File: src/inc/pause_flow_consts.vh
/*
  Constants shared by the pause flow-control port: channel counts, field widths,
  and the values that the receive checks compare against.
  Assumes inclusion by bare name from the rtl files; definitions only.
*/
`ifndef PAUSE_FLOW_CONSTS_VH
`define PAUSE_FLOW_CONSTS_VH

// channel layout: priorities 0-7 plus the global channel
`define PFC_NCH 9
`define PFC_NPRIO 8
`define PFC_GLOBAL_CH 4'h8
`define PFC_CHW 4
`define PFC_QW 16
`define PFC_ADDRW 48

// fields of a received control frame
`define PFC_ETYPE_PAUSE 16'h8808
`define PFC_OP_GLOBAL 16'h0001
`define PFC_OP_PRIO 16'h0101
`define PFC_MCAST_DA 48'h0180_c200_0001
`define PFC_GROUP_BIT 40

// reset and compare values
`define PFC_CH_NONE 9'h000
`define PFC_GLOBAL_HIT 9'h100
`define PFC_Q_ZERO 16'h0000
`define PFC_Q_ONE 16'h0001
`define PFC_CH_ZERO 4'h0

`endif

File: src/rtl/pause_rx_filter.v
/*
  Combinational acceptance filter for received pause frames.
  Assumes the frame fields are stable while frame_valid is high, same clock.
*/
`timescale 1ns/1ps
`default_nettype none
`include "pause_flow_consts.vh"

module pause_rx_filter (
  // check enables
  input wire prio_enable,
  input wire check_mcast,
  input wire check_ucast,
  input wire check_sa,
  input wire check_etype,
  input wire check_opcode,
  input wire [`PFC_ADDRW-1:0] station_addr,
  // parsed frame
  input wire frame_valid,
  input wire [`PFC_ADDRW-1:0] dest_addr,
  input wire [`PFC_ADDRW-1:0] src_addr,
  input wire [`PFC_QW-1:0] ethertype,
  input wire [`PFC_QW-1:0] opcode,
  input wire [`PFC_NPRIO-1:0] class_vector,
  // channels hit by an accepted frame
  output reg [`PFC_NCH-1:0] hit
);

  wire is_global = (opcode == `PFC_OP_GLOBAL);
  wire da_mcast = (dest_addr == `PFC_MCAST_DA);
  wire da_ucast = (dest_addr == station_addr);
  // with neither address check on, any destination passes
  wire da_ok = ~(check_mcast | check_ucast) |
    (check_mcast & da_mcast) |
    (check_ucast & da_ucast);
  wire sa_ok = ~check_sa | ~src_addr[`PFC_GROUP_BIT];
  wire et_match = (ethertype == `PFC_ETYPE_PAUSE);
  wire et_ok = ~check_etype | et_match;
  wire op_ok = ~check_opcode | (opcode == `PFC_OP_PRIO);

  // global frames keep fixed checks; priority frames obey the enables
  always @* begin
    hit = `PFC_CH_NONE;
    if (frame_valid) begin
      if (is_global) begin
        if (et_match & (da_mcast | da_ucast))
          hit = `PFC_GLOBAL_HIT;
      end else if (prio_enable & da_ok & sa_ok & et_ok & op_ok) begin
        hit = {1'b0, class_vector};
      end
    end
  end

endmodule // pause_rx_filter
`default_nettype wire

File: src/rtl/pause_tx_sched.v
/*
  Transmit pause scheduler: per-channel pending bits, resend timers, and one
  frame request at a time toward the transmit path.
  Assumes requests come from logic on the same clock and hold 16 cycles.
*/
`timescale 1ns/1ps
`default_nettype none
`include "pause_flow_consts.vh"

module pause_tx_sched (
  // clock and reset
  input wire clk,
  input wire reset,
  // user requests
  input wire [`PFC_NCH-1:0] req,
  input wire [`PFC_NCH-1:0] en,
  input wire [`PFC_NCH*`PFC_QW-1:0] quanta_flat,
  input wire [`PFC_NCH*`PFC_QW-1:0] interval_flat,
  // frame request toward the transmit path
  input wire frame_ready,
  output reg frame_valid,
  output reg frame_global,
  output reg [`PFC_CHW-1:0] frame_chan,
  output reg [`PFC_QW-1:0] frame_quanta
);

  // lowest pending channel wins
  function [`PFC_CHW-1:0] first_set;
    input [`PFC_NCH-1:0] vec;
    integer k;
    begin
      first_set = `PFC_CH_ZERO;
      for (k = `PFC_NCH - 1; k >= 0; k = k - 1)
        if (vec[k])
          first_set = k[`PFC_CHW-1:0];
    end
  endfunction

  reg [`PFC_NCH-1:0] req_d;
  reg [`PFC_NCH-1:0] pend;
  reg [`PFC_NCH-1:0] armed;
  reg [`PFC_QW-1:0] timer [0:`PFC_NCH-1];
  reg [`PFC_NCH-1:0] done;
  reg [`PFC_NCH-1:0] fire;
  reg [`PFC_NCH-1:0] next_pend;
  wire sent = frame_valid & frame_ready;
  wire [`PFC_CHW-1:0] pick = first_set(pend);
  integer i;
  integer j; // clocked loops only, so no index has two writing processes

  // new edge or expired timer sets pending; a set beats the send clear
  always @* begin
    for (i = 0; i < `PFC_NCH; i = i + 1) begin
      done[i] = sent && (frame_chan == i);
      fire[i] = armed[i] & req[i] & (timer[i] == `PFC_Q_ONE);
      next_pend[i] = ((pend[i] & ~done[i]) | (req[i] & ~req_d[i]) | fire[i])
        & en[i];
    end
  end

  // pending bits and resend timers
  always @(posedge clk) begin
    if (reset) begin
      req_d <= `PFC_CH_NONE;
      pend <= `PFC_CH_NONE;
      armed <= `PFC_CH_NONE;
      for (j = 0; j < `PFC_NCH; j = j + 1)
        timer[j] <= `PFC_Q_ZERO;
    end else begin
      req_d <= req;
      pend <= next_pend;
      for (j = 0; j < `PFC_NCH; j = j + 1) begin
        if (done[j]) begin
          // zero interval means send once, no refresh
          timer[j] <= interval_flat[`PFC_QW*j +: `PFC_QW];
          armed[j] <= (interval_flat[`PFC_QW*j +: `PFC_QW] != `PFC_Q_ZERO);
        end else begin
          if (timer[j] != `PFC_Q_ZERO)
            timer[j] <= timer[j] - `PFC_Q_ONE;
          if (~req[j])
            armed[j] <= 1'b0;
        end
      end
    end
  end

  // frame request held until the transmit path takes it
  always @(posedge clk) begin
    if (reset) begin
      frame_valid <= 1'b0;
      frame_global <= 1'b0;
      frame_chan <= `PFC_CH_ZERO;
      frame_quanta <= `PFC_Q_ZERO;
    end else if (sent) begin
      frame_valid <= 1'b0;
    end else if (~frame_valid && (pend != `PFC_CH_NONE)) begin
      frame_valid <= 1'b1;
      frame_chan <= pick;
      frame_global <= (pick == `PFC_GLOBAL_CH);
      frame_quanta <= quanta_flat[`PFC_QW*pick +: `PFC_QW];
    end
  end

endmodule // pause_tx_sched
`default_nettype wire

File: src/rtl/pause_flow_control_port.v
/*
  Pause flow-control port of a 100G Ethernet MAC: receive pause filtering and
  user signalling, transmit pause request scheduling.
  Assumes a parsed control frame from the receive path and a transmit path
  that takes one pause frame request at a time, all on clk.
*/
// Notes on behaviour
// - multicast destination check on priority pause frames when enabled
// - unicast destination check on priority pause frames when enabled
// - source address check on priority pause frames when enabled
// - Ethertype check on priority pause frames when enabled
// - opcode check on priority pause frames when enabled
// - accepted frame sets request bit, held until processed
// - valid bit per channel marks that channel's quanta as usable
// - a global pause frame sets valid bit 8
// - sixteen-bit quanta per priority; global quanta on channel 8
// - transmit request bit sends a pause frame with that channel's quanta
// - bit 8 sends a global frame, bits 0-7 priority frames
// - priority frames processed only under the priority enable
// - receive enable gates user signalling only, not internal tracking
// - transmit enable bit gates sending for its channel
// - per-channel refresh interval resends a pending pause frame
`timescale 1ns/1ps
`default_nettype none
`include "pause_flow_consts.vh"

module pause_flow_control_port (
  // clock and reset
  input wire clk,
  input wire reset,
  // receive check enables
  input wire prio_pause_enable,
  input wire prio_pause_check_mcast,
  input wire prio_pause_check_unicast,
  input wire prio_pause_check_source_addr,
  input wire prio_pause_check_ethertype,
  input wire prio_pause_check_opcode,
  input wire [`PFC_ADDRW-1:0] station_addr,
  input wire [`PFC_NCH-1:0] rx_pause_enable,
  // parsed control frame from the receive path
  input wire rx_ctl_frame_valid,
  input wire [`PFC_ADDRW-1:0] rx_ctl_dest_addr,
  input wire [`PFC_ADDRW-1:0] rx_ctl_src_addr,
  input wire [`PFC_QW-1:0] rx_ctl_ethertype,
  input wire [`PFC_QW-1:0] rx_ctl_opcode,
  input wire [`PFC_NPRIO-1:0] rx_ctl_class_vector,
  input wire [`PFC_NPRIO*`PFC_QW-1:0] rx_ctl_times,
  // receive user signalling
  output reg [`PFC_NCH-1:0] rx_flow_stop_req,
  input wire [`PFC_NCH-1:0] rx_flow_stop_ack,
  output reg [`PFC_NCH-1:0] rx_flow_stop_valid,
  output wire [`PFC_QW-1:0] rx_flow_stop_quanta_ch0,
  output wire [`PFC_QW-1:0] rx_flow_stop_quanta_ch1,
  output wire [`PFC_QW-1:0] rx_flow_stop_quanta_ch2,
  output wire [`PFC_QW-1:0] rx_flow_stop_quanta_ch3,
  output wire [`PFC_QW-1:0] rx_flow_stop_quanta_ch4,
  output wire [`PFC_QW-1:0] rx_flow_stop_quanta_ch5,
  output wire [`PFC_QW-1:0] rx_flow_stop_quanta_ch6,
  output wire [`PFC_QW-1:0] rx_flow_stop_quanta_ch7,
  output wire [`PFC_QW-1:0] rx_flow_stop_quanta_global,
  // transmit user requests
  input wire [`PFC_NCH-1:0] tx_flow_stop_req,
  input wire [`PFC_NCH-1:0] tx_pause_enable,
  input wire [`PFC_QW-1:0] tx_flow_stop_quanta_ch0,
  input wire [`PFC_QW-1:0] tx_flow_stop_quanta_ch1,
  input wire [`PFC_QW-1:0] tx_flow_stop_quanta_ch2,
  input wire [`PFC_QW-1:0] tx_flow_stop_quanta_ch3,
  input wire [`PFC_QW-1:0] tx_flow_stop_quanta_ch4,
  input wire [`PFC_QW-1:0] tx_flow_stop_quanta_ch5,
  input wire [`PFC_QW-1:0] tx_flow_stop_quanta_ch6,
  input wire [`PFC_QW-1:0] tx_flow_stop_quanta_ch7,
  input wire [`PFC_QW-1:0] tx_flow_stop_quanta_global,
  input wire [`PFC_QW-1:0] tx_flow_stop_resend_interval_ch0,
  input wire [`PFC_QW-1:0] tx_flow_stop_resend_interval_ch1,
  input wire [`PFC_QW-1:0] tx_flow_stop_resend_interval_ch2,
  input wire [`PFC_QW-1:0] tx_flow_stop_resend_interval_ch3,
  input wire [`PFC_QW-1:0] tx_flow_stop_resend_interval_ch4,
  input wire [`PFC_QW-1:0] tx_flow_stop_resend_interval_ch5,
  input wire [`PFC_QW-1:0] tx_flow_stop_resend_interval_ch6,
  input wire [`PFC_QW-1:0] tx_flow_stop_resend_interval_ch7,
  input wire [`PFC_QW-1:0] tx_flow_stop_resend_interval_global,
  // pause frame request toward the transmit path
  input wire tx_frame_ready,
  output wire tx_frame_valid,
  output wire tx_frame_global,
  output wire [`PFC_CHW-1:0] tx_frame_chan,
  output wire [`PFC_QW-1:0] tx_frame_quanta
);

  ////////////////////////////////////////////////////////////////////////////
  // receive filtering

  wire [`PFC_NCH-1:0] rx_hit;

  pause_rx_filter u_rx_filter (
    .prio_enable(prio_pause_enable),
    .check_mcast(prio_pause_check_mcast),
    .check_ucast(prio_pause_check_unicast),
    .check_sa(prio_pause_check_source_addr),
    .check_etype(prio_pause_check_ethertype),
    .check_opcode(prio_pause_check_opcode),
    .station_addr(station_addr),
    .frame_valid(rx_ctl_frame_valid),
    .dest_addr(rx_ctl_dest_addr),
    .src_addr(rx_ctl_src_addr),
    .ethertype(rx_ctl_ethertype),
    .opcode(rx_ctl_opcode),
    .class_vector(rx_ctl_class_vector),
    .hit(rx_hit)
  );

  ////////////////////////////////////////////////////////////////////////////
  // receive request tracking

  // internal pending state runs whatever the per-channel enable says
  reg [`PFC_NCH-1:0] rx_pend;
  reg [`PFC_NCH-1:0] next_rx_pend;
  reg [`PFC_QW-1:0] rx_q [0:`PFC_NCH-1];
  integer i;

  // ack clears, but a frame landing on the same cycle keeps the bit set
  always @* begin
    next_rx_pend = (rx_pend & ~rx_flow_stop_ack) | rx_hit;
  end

  // pending bits and user-facing request and valid
  always @(posedge clk) begin
    if (reset) begin
      rx_pend <= `PFC_CH_NONE;
      rx_flow_stop_req <= `PFC_CH_NONE;
      rx_flow_stop_valid <= `PFC_CH_NONE;
    end else begin
      rx_pend <= next_rx_pend;
      // gating only here keeps disabled channels tracked internally
      rx_flow_stop_req <= next_rx_pend & rx_pause_enable;
      rx_flow_stop_valid <= rx_hit & rx_pause_enable;
    end
  end

  // quanta captured per channel; global frame carries its time in slot 0
  always @(posedge clk) begin
    if (reset) begin
      for (i = 0; i < `PFC_NCH; i = i + 1)
        rx_q[i] <= `PFC_Q_ZERO;
    end else begin
      for (i = 0; i < `PFC_NPRIO; i = i + 1)
        if (rx_hit[i] & rx_pause_enable[i])
          rx_q[i] <= rx_ctl_times[`PFC_QW*i +: `PFC_QW];
      if (rx_hit[`PFC_GLOBAL_CH] & rx_pause_enable[`PFC_GLOBAL_CH])
        rx_q[`PFC_GLOBAL_CH] <= rx_ctl_times[`PFC_QW-1:0];
    end
  end

  // quanta outputs read straight off the capture registers
  assign rx_flow_stop_quanta_ch0 = rx_q[0];
  assign rx_flow_stop_quanta_ch1 = rx_q[1];
  assign rx_flow_stop_quanta_ch2 = rx_q[2];
  assign rx_flow_stop_quanta_ch3 = rx_q[3];
  assign rx_flow_stop_quanta_ch4 = rx_q[4];
  assign rx_flow_stop_quanta_ch5 = rx_q[5];
  assign rx_flow_stop_quanta_ch6 = rx_q[6];
  assign rx_flow_stop_quanta_ch7 = rx_q[7];
  assign rx_flow_stop_quanta_global = rx_q[`PFC_GLOBAL_CH];

  ////////////////////////////////////////////////////////////////////////////
  // transmit scheduling

  // global channel sits at the top slot of each packed bus
  wire [`PFC_NCH*`PFC_QW-1:0] tx_q_flat = {
    tx_flow_stop_quanta_global, tx_flow_stop_quanta_ch7,
    tx_flow_stop_quanta_ch6, tx_flow_stop_quanta_ch5,
    tx_flow_stop_quanta_ch4, tx_flow_stop_quanta_ch3,
    tx_flow_stop_quanta_ch2, tx_flow_stop_quanta_ch1,
    tx_flow_stop_quanta_ch0};
  wire [`PFC_NCH*`PFC_QW-1:0] tx_iv_flat = {
    tx_flow_stop_resend_interval_global, tx_flow_stop_resend_interval_ch7,
    tx_flow_stop_resend_interval_ch6, tx_flow_stop_resend_interval_ch5,
    tx_flow_stop_resend_interval_ch4, tx_flow_stop_resend_interval_ch3,
    tx_flow_stop_resend_interval_ch2, tx_flow_stop_resend_interval_ch1,
    tx_flow_stop_resend_interval_ch0};

  // request edges are trusted as clean because the user holds them 16 cycles
  pause_tx_sched u_tx_sched (
    .clk(clk),
    .reset(reset),
    .req(tx_flow_stop_req),
    .en(tx_pause_enable),
    .quanta_flat(tx_q_flat),
    .interval_flat(tx_iv_flat),
    .frame_ready(tx_frame_ready),
    .frame_valid(tx_frame_valid),
    .frame_global(tx_frame_global),
    .frame_chan(tx_frame_chan),
    .frame_quanta(tx_frame_quanta)
  );

endmodule // pause_flow_control_port
`default_nettype wire

File: config.mk
export PLATFORM = sky130hd
export DESIGN_NAME = pause_flow_control_port
export DESIGN_NICKNAME = d
export VERILOG_FILES = /design/src/rtl/pause_rx_filter.v /design/src/rtl/pause_tx_sched.v /design/src/rtl/pause_flow_control_port.v
export VERILOG_INCLUDE_DIRS = /design/src /design/src/inc
export SDC_FILE = /design/constraint.sdc
export NUM_CORES = 1
export LEC_CHECK = 0
export BUFFER_PORTS_ARGS = -buffer_cell sky130_fd_sc_hd__buf_2
export CAP_MARGIN = 40
export CORE_AREA = 2 2 324 326
export DETAILED_ROUTE_END_ITERATION = 8
export DIE_AREA = 0 0 326 328
export PLACE_DENSITY_LB_ADDON = 0.1
export SYNTH_ARGS = -nofsm -noshare
export SYNTH_HDL_FRONTEND = slang
export SYNTH_SLANG_ARGS = --single-unit
File: constraint.sdc
create_clock -name clk -period 4.75 [get_ports clk]
set_input_delay 0.475 -clock clk [delete_from_list [all_inputs] [get_ports clk]]
set_output_delay 0.475 -clock clk [all_outputs]
set_load 0.02 [all_outputs]
==> qor.csv <==
metric,value,unit
outcome,finished clean,
clk_path_buf_depth,3,
post_cts_buffers,0,
start_util,18.9,%
antenna_found_initial,45,
end_kind,flip-flop,
routed_wl,96500,um
cts-htree-levels,2,
min_from,rx_flow_stop_ack[3],
met2_length,48000,um
cp.required,5070,ps
clkTransAtPathRegs,60,ps
rr_startpoint,u_tx_sched.timer[4][0],
period_share,79.2,%
syn_area,19600,um2
cts_buffers,49,
core,103000,um2
fmax,266,MHz
dr.pass1.iters,5,
final_cell_mix,"785 x buf_2, 288 x edfxtp_1, 249 x nor2_1",
wl_met3,8040,um
dieArea,107000,um2
critPathKind,flip-flop to flip-flop,
antenna_left,0,
fin_tns_setup,0,ps
dp.cells,4033,
finalNonFillerCells,4135,
synth_cells,1914,
drt_first_iter_violations,1180,
synth_area_per_cell,10.2,um2
rows,118,
netlist_top_cells_area,"edfxtp_1 44%, dfxtp_1 7.8%, a21boi_0 4.9%, nor2_1 4.8%, xor2_1 4.4%",
synth_top_area_share,44.2,%
hold_end,rx_pend[3],
cp_num_buf_inv,3,
design_area,27300,um2
grt_pass1_vias,19239,
placed_cell_area,25600,um2
synth-edff-count,288,
pre_cts_ws,838,ps
hold_path.class,primary input to flip-flop,
tritoncts,built,
grt_pass1_wl,136000,um
slew_viol_final,0,
drive_above_1_share,34.9,%
io_pins,830,
reg2reg_slack,990,ps
cts_hold_buf,0,
ys.flop_type,edfxtp_1,
clock_skew,22.4,ps
timing.rr.end,u_tx_sched.timer[4][10],
worst-r2r-cell-count,10,
grt.total_usage,17.3,%
startpoint_type,flip-flop,
cp_top_family,simple AND/OR/NAND/NOR gates,
ys_seq_area_share,52.0,%
areaGrowthSynthToFinish,39.4,%
grt-ovfl-total,0,
p_leak,10.8,nW
die_h,328,um
irDropWorstVdd,0.000208,V
crit_fanout,23,
crit_arrival,4080,ps
route.detailed.drc,0,
rsz0062_at_grt,no,
ys_ff_latch,364,
clock_sinks,364,
setup_viol,0,
ys_warn_count,0,
slowest_delay,570,ps
layout_setup_ws,989,ps
num-nets-final,3369,
cp_common_cell,nand2_1,
cp_cell_sequence,inv_1 -> ha_1 -> nor3b_1 -> nand2_1 -> nor4_1 -> buf_2 -> nand2_1 -> o21ai_4 -> buf_4 -> a211oi_1,
clock_latency,600,ps
dp_hpwl,78600,um
cp_slowest_cell,nor4_1,
ctsResizeCount,0,
wirelength_met1,38000,um
mostFrequentLayoutCell,buf_2,
crit_path_start,u_tx_sched.timer[4][0],
grt_start_max_net_pins,77,
cap_violations,0,
synth_fp_nets,2579,
portBuffers,782,
power.density,368,nW/um2
worst_pin_slew,850,ps
gp_congestion,0.968,
root_buffer,clkbuf_16,
wire_per_inst,23.3,um
min_path_cells,2,
fin_util,26.4,%
vias_per_cell,4.50,
hold_viol,0,
synth_largest_area_cell,edfxtp_1,
yosysUniqueCellTypes,60,
die_x,326,um
async_reset_ff_share,0,%
fin_crit,3760,ps
highest_layer,met5,
num_vias,18607,
slew_headroom,43.1,%
-- state kept, by name, indices dropped and copies added, names as in the netlist, 4 cells and up --
register                 count
u_tx_sched.timer           144
rx_q                       144
rx_flow_stop_req             9
u_tx_sched.frame_quanta     16
u_tx_sched.frame_chan        4
u_tx_sched.pend              9
u_tx_sched.req_d             9
u_tx_sched.armed             9
rx_flow_stop_valid           9
rx_pend                      9
-- metrics by stage --
| step | hold WS [ps] | total power [mW] |
|---|---|---|
| floorplan | 441 | 5.24 |
| global placement | 457 | 6.19 |
| detailed placement | 458 | 6.23 |
| CTS | 23.4 | 10.2 |
| global route | 58.8 | 10.6 |
| finish | 83.6 | 10.0 |
-- kinds of logic (layout without fill, tap and decap cells) --
logic type	after synthesis	after routing	share of synthesized area, %
mux	27	27	1.39
flops	364	364	52.0
simple gates	716	716	18.3
compound gates	465	465	16.5
xor+xnor	160	160	7.17
buf+inv	163	994	3.40
fa+ha+maj	19	19	1.22
other cells	0	10	0
-- synthesized netlist by cell type, drive strengths merged, types with 46 or more instances --
| library cell | number |
|---|---|
| edfxtp | 288 |
| nor2 | 251 |
| a21boi | 128 |
| nand2 | 128 |
| a21oi | 109 |
| nor4 | 102 |
| xor2 | 99 |
| clkbuf | 93 |
| dfxtp | 76 |
| xnor2 | 61 |
| a211oi | 57 |
| inv | 48 |
| nor3 | 46 |
-- power breakdown --
group	switching, mW	total (mW)	leakage (nW)	internal (mW)
sequential	0.247	4.01	3.66	3.77
clock	1.50	3.89	0.814	2.39
combinational	1.26	2.13	6.37	0.870
total	3.01	10.0	10.8	7.02
-- worst max-delay path by stage --
stage,to,slack [ps],cells after the start
3_3_place_gp,u_tx_sched.timer[4][15],420,9
2_1_floorplan,rx_q[0][64],1120,7
3_5_place_dp,u_tx_sched.timer[4][9],840,10
5_1_grt,u_tx_sched.timer[4][11],530,10
4_1_cts,u_tx_sched.timer[4][9],800,10
6_report,u_tx_sched.timer[4][10],990,10
-- metal layers --
layer	up-vias	GRT usage (%)
met4	36	4.61
li1	8815	-
met5	-	0
met2	684	30.7
met1	8919	19.8
met3	153	6.00
-- final cells by class --
class	instances	area (um2)
timing repair buffer	854	4560
sequential	364	10200
clock buffer	64	1370
antenna	10	25.0
fill	11143	76000
multi-input combinational	1387	8920
clock inverter	28	300
tap	1380	1730
inverter	48	181
No activity file was read; power rests on OpenSTA's default activity.
